--- src/verilog/qsfp_pkg.sv ---
// Constants for the four-channel high-side switch fault protection block.
// Assumes a 100 MHz system clock; analog comparators arrive as pin levels.
// Operation
// RL1 - Overheat while commanded on latches that output off and fault pin low.
// RL2 - Overheat latch releases when cleared plus autoretry, off-on toggle or POR.
// RL3 - Overheat while commanded off holds fault pin low only while hot.
// RL4 - Overheat sets the channel temperature status bit; a read clears it.
// RL5 - Overcurrent follows eight-level profile: gas lamp default, 55 W, 28 W.
// RL6 - Turn-on rising edge or autoretry restarts the inrush profile from cold.
// RL7 - Two-bit slope sets step speed; skip bit drops the first high step.
// RL8 - Steady state uses second low level; two bits pick first, third, fourth.
// RL9 - Reaching active level latches output off and fault pin, same release.
// RL10 - Overcurrent status bits clear after a status read.
// RL11 - With PWM, cooling and lamp bits, first step follows preceding off time.
// RL12 - Severe short latches off, sets status; only toggle or POR release it. Code also releases it on a mode change.
// RL13 - Overvoltage shuts all outputs until hysteresis clears; status bit set.
// RL14 - Overvoltage disabled: outputs stay, warning clears on read once gone.
// RL15 - In fail-safe, overvoltage protection follows the reset pin level.
// RL16 - Undervoltage turns outputs off, fault pin low, sets status, keeps state.
// RL17 - Recovery with outputs off releases fault pin; status waits for read.
// RL18 - Recovery with output on keeps fault pin low until a release event.
// RL19 - Extended mode keeps latches, reports new overheat, leaves outputs as is.
// RL20 - Logic supply loss with battery good, or both below POR, clear faults.
// RL21 - Retry is requested on channel overcurrent, overheat or undervoltage.
// RL22 - Retry after one period, at most 16 times, defaults; mode change resets.
// RL23 - Release uses turn-on command: direct input when allowed, or on bit.
// RL24 - After all retries, output stays off until toggle, mode change or POR.
package qsfp_pkg;
  localparam int NUM_CH = 4;
  localparam int NUM_LVL = 8;
  localparam int CNT_W = 24;
  localparam int CLK_MHZ = 100;

  // Level indices into the per-channel comparator vector, highest first
  localparam logic [2:0] LVL_HIGH1 = 3'h0;
  localparam logic [2:0] LVL_INRUSH_LAST = 3'h3;
  localparam logic [2:0] LVL_STEADY1 = 3'h4;
  localparam logic [2:0] LVL_STEADY2 = 3'h5;
  localparam logic [2:0] LVL_STEADY3 = 3'h6;
  localparam logic [2:0] LVL_STEADY4 = 3'h7;

  // Steady limit select encodings
  localparam logic [1:0] STEADY_SEL_DEF = 2'h0;
  localparam logic [1:0] STEADY_SEL_L1 = 2'h1;
  localparam logic [1:0] STEADY_SEL_L3 = 2'h2;

  // Times in microseconds and their cycle counts
  localparam int RETRY_PERIOD_US = 150;
  localparam int HID_STEP_US = 1000;
  localparam int BULB55_STEP_US = 500;
  localparam int BULB28_STEP_US = 250;
  localparam logic [CNT_W-1:0] RETRY_CYCLES =
    CNT_W'(RETRY_PERIOD_US * CLK_MHZ);
  localparam logic [CNT_W-1:0] HID_STEP_CYCLES =
    CNT_W'(HID_STEP_US * CLK_MHZ);
  localparam logic [CNT_W-1:0] BULB55_STEP_CYCLES =
    CNT_W'(BULB55_STEP_US * CLK_MHZ);
  localparam logic [CNT_W-1:0] BULB28_STEP_CYCLES =
    CNT_W'(BULB28_STEP_US * CLK_MHZ);

  // Cooling emulation: off time unit is 2**(COOL_SHIFT + slope) cycles
  localparam int COOL_SHIFT = 14;

  localparam logic [4:0] MAX_RETRIES = 5'h10;
  localparam logic [4:0] RETRY_CNT_RST = 5'h00;
  localparam logic [CNT_W-1:0] CNT_RST = 24'h000000;
  localparam logic [3:0] CH_RST = 4'h0;
endpackage

--- src/verilog/qsfp_sync.sv ---
// Two-stage synchroniser for asynchronous pin levels.
// Assumes one clock; the first stage feeds only the second.
`timescale 1ns/100ps
module qsfp_sync #(
  parameter int WIDTH = 1
) (
  // Clock, reset, enable
  input wire logic clock_in,
  input wire logic sys_rst_in,
  input wire logic ce_in,
  // Data
  input wire logic [WIDTH-1:0] async_in,
  output logic [WIDTH-1:0] sync_out
);
  logic [WIDTH-1:0] meta_reg;

  always_ff @(posedge clock_in) begin
    if (sys_rst_in) begin
      meta_reg <= '0;
      sync_out <= '0;
    end else if (ce_in) begin
      meta_reg <= async_in;
      sync_out <= meta_reg;
    end
  end
endmodule

--- src/verilog/qsfp_protect.sv ---
// Per-output fault protection, fault latching, status and autoretry.
// Assumes comparator and supply levels from pins; config from same-clock SPI.
`timescale 1ns/100ps
module qsfp_protect #(
  parameter logic [23:0] RETRY_CYCLES = qsfp_pkg::RETRY_CYCLES,
  parameter logic [23:0] HID_STEP_CYCLES = qsfp_pkg::HID_STEP_CYCLES,
  parameter logic [23:0] BULB55_STEP_CYCLES = qsfp_pkg::BULB55_STEP_CYCLES,
  parameter logic [23:0] BULB28_STEP_CYCLES = qsfp_pkg::BULB28_STEP_CYCLES
) (
  // Clock, reset, enable
  input wire logic clock_in,
  input wire logic sys_rst_in,
  input wire logic ce_in,
  // Analog comparators and supply monitors (asynchronous)
  input wire logic [3:0] overtemp_in,
  input wire logic [3:0] severe_short_in,
  input wire logic [31:0] overcurrent_cmp_in,
  input wire logic overvoltage_high_in,
  input wire logic overvoltage_low_in,
  input wire logic undervoltage_in,
  input wire logic logic_supply_fail_in,
  input wire logic supply_por_in,
  input wire logic extended_mode_in,
  // Pins (asynchronous)
  input wire logic [3:0] direct_in,
  input wire logic reset_pin_n_in,
  // Control from SPI and PWM logic (same clock)
  input wire logic [3:0] direct_disable_in,
  input wire logic [3:0] on_bit_in,
  input wire logic pwm_enable_in,
  input wire logic [3:0] pwm_duty_in,
  input wire logic fail_safe_in,
  input wire logic [3:0] bulb_mode_in,
  input wire logic [3:0] bulb_28w_in,
  input wire logic [1:0] slope_select_in,
  input wire logic skip_high_step_in,
  input wire logic [1:0] steady_limit_select_in,
  input wire logic cooling_emulation_enable_in,
  input wire logic [1:0] cooling_slope_select_in,
  input wire logic overvoltage_protect_disable_in,
  input wire logic status_read_in,
  // Outputs and status
  output logic [3:0] output_enable_out,
  output logic fault_flag_n_out,
  output logic [3:0] overtemp_status_out,
  output logic [3:0] overcurrent_status_out,
  output logic [3:0] short_circuit_status_out,
  output logic overvoltage_status_out,
  output logic undervoltage_status_out,
  output logic [3:0] retry_exhausted_out
);
  localparam int N = qsfp_pkg::NUM_CH;
  localparam int SW = 51;

  logic [SW-1:0] pins_s;
  logic [3:0] ot_s, sc_s, dir_s;
  logic [31:0] ocmp_s;
  logic ovh_s, ovl_s, uv_s, vdd_fail_s, por_s, ext_s, rstpin_s;

  qsfp_sync #(
    .WIDTH(SW)
  ) u_sync (
    .clock_in(clock_in),
    .sys_rst_in(sys_rst_in),
    .ce_in(ce_in),
    .async_in({overtemp_in, severe_short_in, overcurrent_cmp_in,
               overvoltage_high_in, overvoltage_low_in, undervoltage_in,
               logic_supply_fail_in, supply_por_in, extended_mode_in,
               direct_in, reset_pin_n_in}),
    .sync_out(pins_s)
  );

  assign {ot_s, sc_s, ocmp_s, ovh_s, ovl_s, uv_s, vdd_fail_s, por_s, ext_s,
          dir_s, rstpin_s} = pins_s;

  logic [3:0] fc_prev_reg;
  logic [3:0] hson_prev_reg;
  logic fail_safe_prev_reg;
  logic [3:0] ot_latch_reg, oc_latch_reg, sc_latch_reg, uv_latch_reg;
  logic [3:0] dflt_reg, inrush_reg;
  logic [23:0] retry_tmr_reg [N];
  logic [4:0] retry_cnt_reg [N];
  logic [23:0] step_cnt_reg [N];
  logic [23:0] off_cnt_reg [N];
  logic [2:0] lvl_reg [N];
  logic ov_off_reg;

  logic [3:0] hson, fc, fc_rise, hson_rise, retry_req, retry_due;
  logic [3:0] release_ok, latched, oc_trip, warm_start, cold_start;
  logic [2:0] start_lvl [N];
  logic [23:0] step_len [N];
  logic [2:0] steady_lvl [N];
  logic supply_clear, mode_change, ov_en, uv_cut, cooling_ok;

  function automatic logic [2:0] steady_of(input logic [1:0] sel);
    case (sel)
      qsfp_pkg::STEADY_SEL_DEF: steady_of = qsfp_pkg::LVL_STEADY2;
      qsfp_pkg::STEADY_SEL_L1: steady_of = qsfp_pkg::LVL_STEADY1;
      qsfp_pkg::STEADY_SEL_L3: steady_of = qsfp_pkg::LVL_STEADY3;
      default: steady_of = qsfp_pkg::LVL_STEADY4;
    endcase
  endfunction

  // Supply-loss conditions act as a reset of all fault latches and status, but not of the overvoltage shutdown
  assign supply_clear = por_s | (vdd_fail_s & ~uv_s); // RL20
  assign mode_change = fail_safe_in != fail_safe_prev_reg;
  assign ov_en = fail_safe_in ? rstpin_s :
                 ~overvoltage_protect_disable_in; // RL15
  assign uv_cut = uv_s & ~ext_s; // RL19
  assign cooling_ok = cooling_emulation_enable_in & pwm_enable_in &
                      ~fail_safe_in;
  assign latched = ot_latch_reg | oc_latch_reg | sc_latch_reg | uv_latch_reg;

  always_comb begin
    for (int c = 0; c < N; c++) begin
      hson[c] = (((dir_s[c] & ~direct_disable_in[c]) | on_bit_in[c]) &
                 ~pwm_enable_in) |
                (on_bit_in[c] & pwm_duty_in[c] & pwm_enable_in);
      fc[c] = (dir_s[c] & ~direct_disable_in[c] & ~pwm_enable_in) |
              on_bit_in[c]; // RL23
      fc_rise[c] = fc[c] & ~fc_prev_reg[c];
      hson_rise[c] = hson[c] & ~hson_prev_reg[c];
      retry_req[c] = oc_latch_reg[c] | ot_latch_reg[c] |
                     uv_latch_reg[c]; // RL21
      retry_due[c] = retry_req[c] & ~sc_latch_reg[c] &
                     (retry_cnt_reg[c] < qsfp_pkg::MAX_RETRIES) &
                     (retry_tmr_reg[c] == RETRY_CYCLES - 24'h1); // RL22 RL24
      release_ok[c] = ~ot_s[c] & ~uv_s & (fc_rise[c] | retry_due[c]); // RL2
      oc_trip[c] = ocmp_s[c * 8 + int'(lvl_reg[c])] & output_enable_out[c] &
                   ~ext_s; // RL9
      cold_start[c] = fc_rise[c] | retry_due[c]; // RL6
      warm_start[c] = hson_rise[c] & cooling_ok & bulb_mode_in[c] &
                      ~dflt_reg[c]; // RL11
      steady_lvl[c] = dflt_reg[c] ? qsfp_pkg::LVL_STEADY2 :
                      steady_of(steady_limit_select_in); // RL8
      step_len[c] = bulb_mode_in[c] ?
                    (bulb_28w_in[c] ? BULB28_STEP_CYCLES : BULB55_STEP_CYCLES)
                    : HID_STEP_CYCLES; // RL5
      if (!dflt_reg[c]) begin
        step_len[c] = step_len[c] << slope_select_in; // RL7
      end
      start_lvl[c] = (skip_high_step_in & ~dflt_reg[c]) ?
                     qsfp_pkg::LVL_HIGH1 + 3'h1 : qsfp_pkg::LVL_HIGH1; // RL7
      if (warm_start[c] && !cold_start[c]) begin
        // Short off time leaves the filament warm, so start at a lower step
        case (off_cnt_reg[c] >> (qsfp_pkg::COOL_SHIFT +
                                 int'(cooling_slope_select_in)))
          24'h0: start_lvl[c] = qsfp_pkg::LVL_INRUSH_LAST;
          24'h1: start_lvl[c] = qsfp_pkg::LVL_INRUSH_LAST - 3'h1;
          24'h2: start_lvl[c] = qsfp_pkg::LVL_INRUSH_LAST - 3'h2;
          default: start_lvl[c] = qsfp_pkg::LVL_HIGH1;
        endcase
      end
    end
  end

  // Edge history for the turn-on command and the mode
  always_ff @(posedge clock_in) begin
    if (sys_rst_in) begin
      fc_prev_reg <= qsfp_pkg::CH_RST;
      hson_prev_reg <= qsfp_pkg::CH_RST;
      fail_safe_prev_reg <= 1'b0;
    end else if (ce_in) begin
      fc_prev_reg <= fc;
      hson_prev_reg <= hson;
      fail_safe_prev_reg <= fail_safe_in;
    end
  end

  // Fault latches: supply clear or mode change wins; else releases first, so a new fault in the same cycle wins
  always_ff @(posedge clock_in) begin
    if (sys_rst_in) begin
      ot_latch_reg <= qsfp_pkg::CH_RST;
      oc_latch_reg <= qsfp_pkg::CH_RST;
      sc_latch_reg <= qsfp_pkg::CH_RST;
      uv_latch_reg <= qsfp_pkg::CH_RST;
    end else if (ce_in) begin
      if (supply_clear || mode_change) begin
        ot_latch_reg <= qsfp_pkg::CH_RST; // RL20
        oc_latch_reg <= qsfp_pkg::CH_RST;
        sc_latch_reg <= qsfp_pkg::CH_RST;
        uv_latch_reg <= qsfp_pkg::CH_RST;
      end else begin
        for (int c = 0; c < N; c++) begin
          if (release_ok[c]) begin
            ot_latch_reg[c] <= 1'b0; // RL2
            oc_latch_reg[c] <= 1'b0; // RL9
            uv_latch_reg[c] <= 1'b0; // RL18
          end
          if (fc_rise[c] && !sc_s[c]) begin
            sc_latch_reg[c] <= 1'b0; // RL12
          end
          if (ot_s[c] && hson[c]) begin
            ot_latch_reg[c] <= 1'b1; // RL1 RL19
          end
          if (oc_trip[c]) begin
            oc_latch_reg[c] <= 1'b1; // RL9
          end
          if (sc_s[c] && hson[c] && !ext_s) begin
            sc_latch_reg[c] <= 1'b1; // RL12
          end
          if (uv_cut && hson[c]) begin
            uv_latch_reg[c] <= 1'b1; // RL16 RL18
          end
        end
      end
    end
  end

  // Autoretry timer and occurrence counter per channel
  always_ff @(posedge clock_in) begin
    if (sys_rst_in) begin
      for (int c = 0; c < N; c++) begin
        retry_tmr_reg[c] <= qsfp_pkg::CNT_RST;
        retry_cnt_reg[c] <= qsfp_pkg::RETRY_CNT_RST;
      end
      dflt_reg <= qsfp_pkg::CH_RST;
    end else if (ce_in) begin
      for (int c = 0; c < N; c++) begin
        if (supply_clear || mode_change) begin
          retry_tmr_reg[c] <= qsfp_pkg::CNT_RST; // RL22
          retry_cnt_reg[c] <= qsfp_pkg::RETRY_CNT_RST; // RL22
          dflt_reg[c] <= 1'b0;
        end else begin
          if (!retry_req[c] || retry_due[c] ||
              retry_cnt_reg[c] == qsfp_pkg::MAX_RETRIES) begin
            retry_tmr_reg[c] <= qsfp_pkg::CNT_RST; // RL24
          end else begin
            retry_tmr_reg[c] <= retry_tmr_reg[c] + 24'h1;
          end
          if (retry_due[c]) begin
            retry_cnt_reg[c] <= retry_cnt_reg[c] + 5'h1; // RL22
            dflt_reg[c] <= 1'b1; // RL22
          end else if (fc_rise[c]) begin
            dflt_reg[c] <= 1'b0;
          end
        end
      end
    end
  end

  // Overcurrent profile stepping and off-time measurement
  always_ff @(posedge clock_in) begin
    if (sys_rst_in) begin
      for (int c = 0; c < N; c++) begin
        lvl_reg[c] <= qsfp_pkg::LVL_STEADY2;
        step_cnt_reg[c] <= qsfp_pkg::CNT_RST;
        off_cnt_reg[c] <= qsfp_pkg::CNT_RST;
      end
      inrush_reg <= qsfp_pkg::CH_RST;
    end else if (ce_in) begin
      for (int c = 0; c < N; c++) begin
        if (hson[c]) begin
          off_cnt_reg[c] <= qsfp_pkg::CNT_RST;
        end else if (off_cnt_reg[c] != 24'hffffff) begin
          off_cnt_reg[c] <= off_cnt_reg[c] + 24'h1; // RL11
        end
        if (cold_start[c] || warm_start[c]) begin
          inrush_reg[c] <= 1'b1; // RL6
          lvl_reg[c] <= start_lvl[c];
          step_cnt_reg[c] <= qsfp_pkg::CNT_RST;
        end else if (inrush_reg[c]) begin
          if (step_cnt_reg[c] >= step_len[c] - 24'h1) begin
            step_cnt_reg[c] <= qsfp_pkg::CNT_RST;
            if (lvl_reg[c] >= qsfp_pkg::LVL_INRUSH_LAST) begin
              inrush_reg[c] <= 1'b0;
              lvl_reg[c] <= steady_lvl[c]; // RL8
            end else begin
              lvl_reg[c] <= lvl_reg[c] + 3'h1; // RL7
            end
          end else begin
            step_cnt_reg[c] <= step_cnt_reg[c] + 24'h1;
          end
        end else begin
          lvl_reg[c] <= steady_lvl[c]; // RL8
        end
      end
    end
  end

  // Overvoltage shutdown holds until the low comparator shows hysteresis or protection is disabled
  always_ff @(posedge clock_in) begin
    if (sys_rst_in) begin
      ov_off_reg <= 1'b0;
    end else if (ce_in) begin
      if (ovh_s && ov_en) begin
        ov_off_reg <= 1'b1; // RL13
      end else if (!ov_en || ovl_s) begin
        ov_off_reg <= 1'b0; // RL13 RL14
      end
    end
  end

  // Status bits: a read clears, but a fault still present sets again
  always_ff @(posedge clock_in) begin
    if (sys_rst_in) begin
      overtemp_status_out <= qsfp_pkg::CH_RST;
      overcurrent_status_out <= qsfp_pkg::CH_RST;
      short_circuit_status_out <= qsfp_pkg::CH_RST;
      overvoltage_status_out <= 1'b0;
      undervoltage_status_out <= 1'b0;
    end else if (ce_in) begin
      if (supply_clear) begin
        overtemp_status_out <= qsfp_pkg::CH_RST; // RL20
        overcurrent_status_out <= qsfp_pkg::CH_RST;
        short_circuit_status_out <= qsfp_pkg::CH_RST;
        overvoltage_status_out <= 1'b0;
        undervoltage_status_out <= 1'b0;
      end else begin
        overtemp_status_out <= (status_read_in ? qsfp_pkg::CH_RST :
                               overtemp_status_out) | ot_s; // RL4 RL19
        overcurrent_status_out <= (status_read_in ? qsfp_pkg::CH_RST :
                                  overcurrent_status_out) | oc_trip; // RL10
        short_circuit_status_out <= (status_read_in ? qsfp_pkg::CH_RST :
                                    short_circuit_status_out) |
                                    (sc_s & hson & {N{~ext_s}}); // RL12
        overvoltage_status_out <= (overvoltage_status_out &
                                  ~status_read_in) | ovh_s; // RL13 RL14
        undervoltage_status_out <= (undervoltage_status_out &
                                   ~status_read_in) | uv_s; // RL16 RL17
      end
    end
  end

  // Output drive and fault pin
  always_ff @(posedge clock_in) begin
    if (sys_rst_in) begin
      output_enable_out <= qsfp_pkg::CH_RST;
      fault_flag_n_out <= 1'b1;
      retry_exhausted_out <= qsfp_pkg::CH_RST;
    end else if (ce_in) begin
      for (int c = 0; c < N; c++) begin
        output_enable_out[c] <= hson[c] & ~latched[c] & ~ot_s[c] &
                                ~(sc_s[c] & ~ext_s) & ~ov_off_reg &
                                ~uv_cut & ~oc_trip[c] &
                                ~supply_clear; // RL1 RL9 RL13 RL16 RL19
        retry_exhausted_out[c] <= !supply_clear && !mode_change &&
          retry_cnt_reg[c] == qsfp_pkg::MAX_RETRIES; // RL24
      end
      // Pin goes high again on undervoltage recovery only if nothing latched
      fault_flag_n_out <= ~(|latched | |(ot_s & ~hson) | ov_off_reg |
                           uv_cut); // RL1 RL3 RL12 RL13 RL17 RL18
    end
  end
endmodule

--- config.mk ---
export PLATFORM = sky130hd
export DESIGN_NAME = qsfp_protect
export DESIGN_NICKNAME = d
export VERILOG_FILES = /design/src/verilog/qsfp_pkg.sv /design/src/verilog/qsfp_sync.sv /design/src/verilog/qsfp_protect.sv
export SDC_FILE = /design/constraint.sdc
export NUM_CORES = 1
export LEC_CHECK = 0
export BUFFER_PORTS_ARGS = -buffer_cell sky130_fd_sc_hd__buf_2
export CAP_MARGIN = 20
export CORE_ASPECT_RATIO = 0.75
export CORE_UTILIZATION = 40
export CTS_CLUSTER_DIAMETER = 30
export DETAILED_ROUTE_END_ITERATION = 8
export PLACE_DENSITY = 0.64
export REMOVE_ABC_BUFFERS = 1
export SYNTH_ARGS = -nofsm -noshare
export SYNTH_HDL_FRONTEND = slang
export SYNTH_HIERARCHICAL = 1
export SYNTH_SLANG_ARGS = --single-unit
--- constraint.sdc ---
create_clock -name clock_in -period 4.1 [get_ports clock_in]
set_input_delay 0.615 -clock clock_in [delete_from_list [all_inputs] [get_ports clock_in]]
set_output_delay 0.615 -clock clock_in [all_outputs]
set_load 0.02 [all_outputs]
Word level (Yosys, flattened, before mapping)
Memory sizes are Yosys's and may differ from the RTL's.
Cells that the tools add are included.
{"block": "word_totals", "wordCells": 877, "in_bits": 86, "out_inout_bits": 23, "ff_bits": 159, "ramBits": 320, "mem_count": 5}
{"block": "classes", "reduce_logical": 109, "order_cmp": 16, "add_sub_neg": 28, "shift": 8, "n_bitwise": 252, "n_eq_ne": 23, "n_mux": 401}
{"memory": "off_cnt_reg", "words": 4, "word_bits": 24, "read_ports": 4, "rd_ports_with_merged_regs": 0, "wr": 4, "line": "qsfp_protect.sv:84", "text": "logic [23:0] off_cnt_reg [N];"}
{"memory": "retry_tmr_reg", "words": 4, "word_bits": 24, "read_ports": 4, "rd_ports_with_merged_regs": 0, "wr": 4, "line": "qsfp_protect.sv:81", "text": "logic [23:0] retry_tmr_reg [N];"}
{"memory": "step_cnt_reg", "words": 4, "word_bits": 24, "read_ports": 4, "rd_ports_with_merged_regs": 0, "wr": 4, "line": "qsfp_protect.sv:83", "text": "logic [23:0] step_cnt_reg [N];"}
{"memory": "retry_cnt_reg", "words": 4, "word_bits": 5, "read_ports": 4, "rd_ports_with_merged_regs": 0, "wr": 4, "line": "qsfp_protect.sv:82", "text": "logic [4:0] retry_cnt_reg [N];"}
{"memory": "lvl_reg", "words": 4, "word_bits": 3, "read_ports": 4, "rd_ports_with_merged_regs": 0, "wr": 4, "line": "qsfp_protect.sv:85", "text": "logic [2:0] lvl_reg [N];"}
{"operator": "$mux 24", "n": 36}
{"operator": "$mux 1", "n": 306}
{"operator": "$add 24x1->24 const B", "n": 12}
{"operator": "$and 1x1->1", "n": 110}
{"operator": "$eq 24x1->1 const B", "n": 4}
{"operator": "$eq 24x14->1 const B", "n": 4}
{"operator": "$eq 24x2->1 const B", "n": 4}
{"operator": "$ge 24x24->1", "n": 4}
{"operator": "$logic_not 24->1", "n": 4}
{"operator": "$ne 24x24->1 const B", "n": 4}
{"operator": "$shl 17x2->24", "n": 4}
{"operator": "$shr 24x32->24", "n": 3}
{"operator": "$sub 24x1->24 const B", "n": 4}
{"operator": "$or 1x1->1", "n": 86}
{"operator": "$mux 17", "n": 4}
{"operator": "$mux 16", "n": 4}
{"operator": "$mux 3", "n": 20}
{"operator": "$reduce_bool 3->1", "n": 20}
{"operator": "$not 1->1", "n": 46}
{"operator": "$reduce_and 2->1", "n": 21}
{"operator": "$mux 4", "n": 10}
{"operator": "$mux 5", "n": 8}
{"operator": "$logic_and 1x1->1", "n": 30}
{"operator": "$pmux 2 s3", "n": 5}
{"operator": "26 further kinds", "n": 84}

Logic depth before layout (Yosys ltp)
Gate-level depths: netlist of the first run.
{"block": "logic_depth", "ltp_word": 18, "depth_mapped": 20, "mapped_depth_nobuf": 18}

Hierarchy
Netlist of the first run, hierarchy kept.
{"module": "qsfp_protect", "area_each_um2": 23286.1, "instances": 1, "cells_each": 2435}
{"module": "qsfp_sync", "area_each_um2": 3699.8, "instances": 1, "cells_each": 329}

Worst setup path after synthesis of the first run
OpenSTA, ideal clock, no wires.
{"block": "synth_timing", "kind": "input-to-reg", "from": "input port slope_select_in[0]", "to": "memory step_cnt_reg[2][10], data pin", "path_buffers": 3, "required_ns": 3.960, "arrival_time_ns": 4.002, "path_slack_ns": -0.042, "path_stages": 19, "setup_ns": 0.140, "path_cell_list": "clkbuf_1 buf_1 nand2_1 o21ai_0 o211ai_1 ha_1 and2_1 nor3_1 o21ai_0 o21ai_0 a21oi_1 ha_1 a21o_1 a221oi_1 o211ai_1 a211oi_1 nand4_1 clkbuf_1 nor2_1"}
{"item": "from (decl)", "line": "qsfp_protect.sv:35", "text": "input wire logic [1:0] slope_select_in,"}
{"item": "to (decl)", "line": "qsfp_protect.sv:83"}

==> results of run 1 <==
==> power groups by stage <==
stage,registers [mW],logic (mW),clock network [mW]
floorplan,5.71,0.741,0
global placement,5.78,1.13,0
detailed placement,5.79,1.14,0
CTS,5.70,1.15,8.31
global route,5.74,1.29,8.54
finish,5.71,1.15,8.16
==> cell families (layout without fill, tap and decap cells) <==
kind of cell / count (synthesis) / in the layout / share of synthesized area (%)
simple gates: 1253 / 1253 / 21.4
flops: 479 / 479 / 47.4
fa+ha+maj: 118 / 118 / 5.47
other cells: 1 / 19 / 0.0139
buf+inv: 181 / 433 / 3.35
mux: 122 / 122 / 5.08
compound gates: 332 / 332 / 8.23
xor+xnor: 278 / 278 / 9.02
==> area by class of cell <==
cell class / instances / area share [%]
antenna: 3 / 0.0235
clock buffer: 136 / 8.95
clock inverter: 56 / 1.87
inverter: 80 / 0.943
multi-input combinational: 2119 / 41.7
sequential: 479 / 40.0
tap: 882 / 3.45
timing repair buffer: 161 / 3.05
==> worst paths after layout <==
check / depth (start not counted) / slack (ns) / from / endpoint
hold reg to reg: 2 / 0.45 / output_enable_out[2]$_SDFFE_PP0P_ / output_enable_out[2]$_SDFFE_PP0P_
setup reg to reg: 18 / 0.59 / dflt_reg[2]$_SDFFE_PP0P_ / step_cnt_reg[2][11]$_SDFFCE_PN0P_
hold / removal: 3 / 0.21 / direct_in[1] / u_sync/meta_reg[2]$_SDFFE_PP0P_
setup / recovery: 18 / 0.59 / dflt_reg[2]$_SDFFE_PP0P_ / step_cnt_reg[2][11]$_SDFFCE_PN0P_
==> cell usage after synthesis (all sizes together), types with 79 or more instances <==
master | n | share of area [%]
dfxtp | 159 | 12
a21oi | 79 | 1.5
inv | 79 | 1.1
edfxtp | 320 | 36
nor2 | 569 | 7.9
xnor2 | 128 | 4.2
xor2 | 150 | 4.9
ha | 118 | 5.5
nand2 | 225 | 3.1
nand3 | 121 | 2.2
mux2i | 110 | 4.1
o21ai | 86 | 1.6
==> critical path: stages, from the launching register on <==
cell and delay, ns:
dfxtp_1 0.30, inv_1 0.13, o21ai_0 0.18, o211ai_1 0.25, ha_1 0.21, and2_1 0.16, nor3_1 0.05, o21ai_0 0.13
o21ai_0 0.09, a21oi_1 0.13, ha_1 0.25, a21o_1 0.16, a221oi_1 0.23, o211ai_1 0.16, a211oi_1 0.26, buf_4 0.18
nand4_1 0.09, buf_4 0.25, nor2_1 0.15
==> stage by stage <==
stage	cells	setup TNS (ns)	hold WS, ns
after CTS	3913	0	0.174
final	3916	0	0.205
after floorplan	2678	-2.76	0.450
after global routing	3915	0	0.204
after detailed placement	3721	0	0.444
after global placement	3721	0	0.441
==> per-layer routing <==
layer	GRT usage (%)	wire length, um	vias to the layer above
met2	26.3	26500	530
met5	0	31	-
met3	4.39	4770	107
li1	-	-	10287
met4	6.14	1350	4
met1	28.3	32100	9665
==> results.md, run 1 <==
- Multi-input logic area: 0.0134 sq mm
- Peak supply drop: 0.315 mV
- Starting Density: 40.4%
- CP required: 4.58 ns
- DRC: 8
- Switch share: 24.6%
- Post-CTS Hold Buffers: 0
- Dpl hpwl: 45.1 mm
- Layout Cell Area excl Fill: 0.0320 sq mm
- Unrepaired setup endpoints after global routing: no
- Final WS setup: 0.592 ns
- Startpoint class of the critical path: flip-flop
- Total GRT Usage: 18.8%
- Commonest cells after routing, fill and taps aside: 568 x nor2_1, 320 x edfxtp_1, 224 x nand2_1, 159 x dfxtp_1, 150 x xor2_1
- Tot Pwr: 15.0 mW
- Port bufs: 108
- Vias: 20593
- Register bit total from synthesis: 479
- Seq/Total Area, Yosys: 47.4%
- Fmax: 285 MHz
- Gate power share: 7.7%
- Sink Count: 479
- Clock Skews: 0.0260 ns
- Pre-CTS setup slack: 0.0743 ns
- First-pass GRT wire length: 103 mm
- Slew Viols, Final: 0
- Asr flop ratio synth: 0%
- Clock power frac: 54.3%
- Relative slew slack: 30.8%
- Critical path arrival: 3.99 ns
- Worst-path clk slew: 0.05 ns
- Commonest non-fill, non-tap cell in the layout: nor2_1
- CTS tree: yes
- H-tree depth: 3
- Status: complete, but fails checks
- Vias per cell: 5.26
- Largest net degree at the start of global routing: 102
- Die ar.: 0.0685 sq mm
- WL per Instance: 16.5 um
- CTS Root Buffer Type: clkbuf_16
- CTS max path bufs: 3
- Initial antenna violation count: 6
- Final Setup Violations: 0
- Post-CTS setup repair buffer count: 0
- Placeable Area: 0.0668 sq mm
- Final worst-path cycle share: 85.6%
- Min Tclk post-route: 3.51 ns
- Layout cell share with drive strength beyond 1: 12.2%
- Psw: 3.69 mW
- Final Util: 47.9%
- FF+latch area: 0.0128 sq mm
- Total CTS buffers: 102
- Critical Path Fanout Max: 24
- Final RePlAce weighted congestion: 0.876
- Total gr overflow: 0
- Num ports: 109
- DR iter-0 viols: 1685
- Cell Int Power: 11.3 mW
- Num rows: 82
- Power per cell area: 469 mW/mm^2
- Vias in the first global route: 18894
- Antenna viol nets, final: 0
- FILL cells: 6189
- Skew-Pair Late Insertion Delay: 0.65 ns
- Final #Nets: 3147
- CP endpoint kind: flip-flop
- Synthesized netlist cell count: 2764
- Slew @ Worst Pin: 1.04 ns
- Leak Pwr: 12.4 nW
- Critical path type: flip-flop to flip-flop
- Die Width: 302 um
- Chip Height: 227 um
- Max-Cap Viols: 0
- Post-synth EDFFs: 320
- Post-CTS resize count: 0
- Yosys warns: 6
- Drt first pass iters: 7
- Failing checks: DRC
- DP Area: 0.0285 sq mm
- Mean Syn Cell Area: 9.76 sq um
- Total Wirelength: 64.7 mm
- Hold Crit Class: primary input to flip-flop
- Synthesized cell area: 0.0270 sq mm
- Ys flop type: edfxtp_1
- Yosys cell types: 80
- Seq pwr share: 38.0%
- Area Growth Syn to Fin: 18.6%
- Final hold viol count: 0
No activity file was read; power rests on OpenSTA's default activity.
==> run 2: changes to the inputs <==
--- a/config.mk
+++ b/config.mk
@@ -5,9 +5,11 @@
 export SDC_FILE = /design/constraint.sdc
 export NUM_CORES = 1
 export LEC_CHECK = 0
+export ABC_AREA = 1
 export BUFFER_PORTS_ARGS = -buffer_cell sky130_fd_sc_hd__buf_2
 export CAP_MARGIN = 20
 export CORE_ASPECT_RATIO = 0.75
+export CORE_MARGIN = 2
 export CORE_UTILIZATION = 40
 export CTS_CLUSTER_DIAMETER = 30
 export DETAILED_ROUTE_END_ITERATION = 8
==> results.md, run 2 <==
- Worst path top cell family by delay: simple AND/OR/NAND/NOR gates (was compound AO/OA/AOI/OAI gates)
- Yosys top cell by area: edfxtp_1 (unchanged)
- Post-CTS setup repair buffer count: 0 (unchanged)
- Layout cell share with drive strength beyond 1: 9.92% (was 12.2%)
- Crit path from: dflt_reg[1]$_SDFFE_PP0P_ (was dflt_reg[2]$_SDFFE_PP0P_)
- Worst-path clk slew: 0.05 ns (about the same)
- CTS Root Buffer Type: clkbuf_16 (unchanged)
- # diodes: 0 (was 3)
- Cell Int Power: 11.7 mW (was 11.3 mW)
- Startpoint class of the critical path: flip-flop (unchanged)
- Hold Crit Class: primary input to flip-flop (unchanged)
- Reg-to-reg critical path startpoint: dflt_reg[1]$_SDFFE_PP0P_ (was dflt_reg[2]$_SDFFE_PP0P_)
- Gate power share: 8.9% (was 7.7%)
- CP endpoint kind: flip-flop (unchanged)
- Final worst-path cycle share: 89.0% (was 85.6%)
- Fmax: 274 MHz (was 285 MHz)
- Vias per cell: 5.00 (was 5.26)
- Final std cells w/o fill: 5133 (was 3916)
- Synth top cells by count: 852 x nand2_1, 749 x nor2_1, 535 x inv_1 (was 569 x nor2_1, 320 x edfxtp_1, 224 x nand2_1)
- Num rows: 86 (was 82)
- Num ports: 109 (unchanged)
- Top cells by area, synth: edfxtp_1 33%, nand2_1 11%, dfxtp_1 11% (was edfxtp_1 36%, dfxtp_1 12%, nor2_1 7.9%)
- Yosys cell types: 66 (was 80)
- Vias: 25670 (was 20593)
- H-tree depth: 3 (unchanged)
- Total CTS buffers: 105 (was 102)
- Starting Density: 40.2% (was 40.4%)
- RR Endpoint: step_cnt_reg[1][23]$_SDFFCE_PN0P_ (was step_cnt_reg[2][11]$_SDFFCE_PN0P_)
- Commonest non-fill, non-tap cell in the layout: nand2_1 (was nor2_1)
- Post-CTS Hold Buffers: 0 (unchanged)
- FILL cells: 7145 (was 6189)
- Psw: 4.23 mW (was 3.69 mW)
- Final Setup Violations: 0 (unchanged)
- Antenna viol nets, final: 0 (unchanged)
- Register bit total from synthesis: 479 (unchanged)
- Dpl hpwl: 55.0 mm (was 45.1 mm)
- Synthesized netlist cell count: 3896 (was 2764)
- Critical path type: flip-flop to flip-flop (unchanged)
- Sink Count: 479 (unchanged)
- Vias in the first global route: 23897 (was 18894)
- Most common cell in the synthesized netlist: nand2_1 (was nor2_1)
- Total gr overflow: 0 (unchanged)
- Crit-path most repeated cell: nand2_1 (was o21ai_0)
- Clock power frac: 54.8% (was 54.3%)
- First-pass GRT wire length: 125 mm (was 103 mm)
- Mean Syn Cell Area: 7.54 sq um (was 9.76 sq um)
- Yosys warns: 6 (unchanged)
- Max stage delay cell, worst path: clkinv_1 (was dfxtp_1)
- CTS max path bufs: 3 (unchanged)
- Initial antenna violation count: 1 (was 6)
- Layout Cell Area excl Fill: 0.0347 sq mm (was 0.0320 sq mm)
- TNS Setup: 0 ns (unchanged)
- DR iter-0 viols: 2195 (was 1685)
- DP Area: 0.0310 sq mm (was 0.0285 sq mm)
- WL per Instance: 14.8 um (was 16.5 um)
- Peak supply drop: 0.295 mV (was 0.315 mV)
- Post-synth EDFFs: 320 (unchanged)
- Asr flop ratio synth: 0% (unchanged)
- Ys flop type: edfxtp_1 (unchanged)
- Leak Pwr: 14.9 nW (was 12.4 nW)
- Commonest cells after routing, fill and taps aside: 852 x nand2_1, 748 x nor2_1, 533 x inv_1, 320 x edfxtp_1, 190 x nand3_1 (was 568 x nor2_1, 320 x edfxtp_1, 224 x nand2_1, 159 x dfxtp_1, 150 x xor2_1)
- Chip Height: 239 um (was 227 um)
- Seq/Total Area, Yosys: 43.5% (was 47.4%)
- Met1 WL: 37.7 mm (was 32.1 mm)
- CTS tree: yes (unchanged)
- Critical Path Fanout Max: 24 (unchanged)
- Drt first pass iters: 7 (unchanged)
- DRC: 0 (was 8)
- Total GRT Usage: 20.3% (was 18.8%)
- Reg2reg path depth: 18 (unchanged)
- Die Width: 317 um (was 302 um)
- Top Metal Used: met4 (was met5)
- Clock Skews: 0.0673 ns (was 0.0260 ns)
- Critical path arrival: 4.04 ns (was 3.99 ns)
- Routed wl met2: 30.8 mm (was 26.5 mm)
- Status: finished, final reports clean (was complete, but fails checks)
- CP required: 4.49 ns (was 4.58 ns)
- Final hold viol count: 0 (unchanged)
- Unrepaired setup endpoints after global routing: no (unchanged)
- Tot Pwr: 15.9 mW (was 15.0 mW)
- Post-CTS resize count: 0 (unchanged)
- Power per cell area: 458 mW/mm^2 (was 469 mW/mm^2)
- Slew @ Worst Pin: 1.02 ns (was 1.04 ns)
- Placeable Area: 0.0731 sq mm (was 0.0668 sq mm)
- Share of the synthesized area in the top cell type: 32.7% (was 35.6%)
- Max-Cap Viols: 0 (unchanged)
- Largest net degree at the start of global routing: 107 (was 102)
- Seq pwr share: 36.3% (was 38.0%)
- Total Wirelength: 76.2 mm (was 64.7 mm)
- Final RePlAce weighted congestion: 0.903 (was 0.876)
- Final #Nets: 4280 (was 3147)
- Die ar.: 0.0757 sq mm (was 0.0685 sq mm)
- Area Growth Syn to Fin: 18.1% (was 18.6%)
- Skew-Pair Late Insertion Delay: 0.69 ns (was 0.65 ns)
- Inst Count DP: 4936 (was 3721)
- Relative slew slack: 32.1% (was 30.8%)
- Worst Path Buf+Inv: 4 (was 3)
- Min Tclk post-route: 3.65 ns (was 3.51 ns)
- Port bufs: 108 (unchanged)
- Max incr delay on CP: 0.33 ns (was 0.30 ns)
- Slew Viols, Final: 0 (unchanged)
- Synthesized cell area: 0.0294 sq mm (was 0.0270 sq mm)
- Setup slack, reg-to-reg: 0.45 ns (was 0.59 ns)
- Switch share: 26.6% (was 24.6%)
- Worst path depth: 18 (unchanged)
- Detailed-routed wire length on met3: 6.19 mm (was 4.77 mm)
- CP Cell Sequence: clkinv_1, nor2_1, inv_1, nand3_1, ha_1, a22oi_1, a31oi_1, ha_1, a21oi_1, o21a_1, nand2_1, nand2_1, nand3_1, nand2_1, nand2_1, inv_1, nand3_1, buf_12 (was inv_1, o21ai_0, o211ai_1, ha_1, and2_1, nor3_1, o21ai_0, o21ai_0, a21oi_1, ha_1, a21o_1, a221oi_1, o211ai_1, a211oi_1, buf_4, nand4_1, buf_4, nor2_1)
- Worst Setup EP: step_cnt_reg[1][23]$_SDFFCE_PN0P_ (was step_cnt_reg[2][11]$_SDFFCE_PN0P_)
[run 2: cell count changes after synthesis, moves of 70 or more]
cell	previous run	this run
nor3_1	55	125
inv_1	78	535
o21ai_0	82	163
nand2_1	224	852
xnor2_1	128	27
nor2_1	569	749
mux2i_1	110	0
[run 2: worst min path at each step]
stage	cells past startpoint	from	endpoint	slack (ns)
after detailed placement	2	ot_latch_reg[2]$_SDFFE_PP0P_	ot_latch_reg[2]$_SDFFE_PP0P_	0.46
after global routing	5	direct_in[0]	u_sync/meta_reg[1]$_SDFFE_PP0P_	0.22
after CTS	5	direct_in[0]	u_sync/meta_reg[1]$_SDFFE_PP0P_	0.19
after global placement	2	ot_latch_reg[1]$_SDFFE_PP0P_	ot_latch_reg[1]$_SDFFE_PP0P_	0.45
final	5	direct_in[0]	u_sync/meta_reg[1]$_SDFFE_PP0P_	0.23
after floorplan	2	hson_prev_reg[1]$_SDFFE_PP0P_	hson_prev_reg[1]$_SDFFE_PP0P_	0.43
[run 2: tightest hold or removal path, stage by stage]
cell and delay [ns]:
buf_2 0.07, inv_1 0.03, nand2_1 0.04, nand2_1 0.04, nor2_1 0.07
[run 2: metal layers]
| metal | vias to the layer above | global-route usage [%] |
|---|---|---|
| li1 | 13126 | - |
| met4 | 0 | 5.27 |
| met2 | 741 | 28.7 |
| met5 | - | 0 |
| met3 | 114 | 5.59 |
| met1 | 11689 | 30.2 |
[run 2: power groups by stage]
stage / clock network (mW) / registers (mW) / logic (mW)
floorplan: 0 / 5.77 / 0.949
detailed placement: 0 / 5.84 / 1.40
global placement: 0 / 5.84 / 1.38
global route: 9.08 / 5.80 / 1.64
CTS: 8.84 / 5.76 / 1.41
finish: 8.70 / 5.76 / 1.42
[run 2: kinds of logic (layout without fill, tap and decap cells)]
kind of cell,count (synthesis),after routing,synth area share [%]
flops,479,479,43.5
xor+xnor,110,110,3.28
compound gates,400,400,7.70
simple gates,2153,2153,31.6
fa+ha+maj,118,118,5.02
other cells,1,16,0.0128
buf+inv,635,889,8.79
[run 2: metrics by stage]
step	hold WS, ns	util, %	worst slack, ns
3_3_place_gp	0.452	42.4	0.244
2_1_floorplan	0.429	-	-0.0709
5_1_grt	0.224	47.5	0.0588
6_report	0.227	47.5	0.450
4_1_cts	0.194	47.5	0.431
3_5_place_dp	0.457	42.4	0.167
[run 2: layout make-up]
class	count	area [sq um]	area share (%)
clock buffers	119	2780	8.02
flip-flops and latches	479	12800	36.9
repair buffers	145	860	2.48
well taps	968	1210	3.49
inverters	548	2070	5.97
clock inverters	77	926	2.67
multi-input cells	2797	14100	40.5
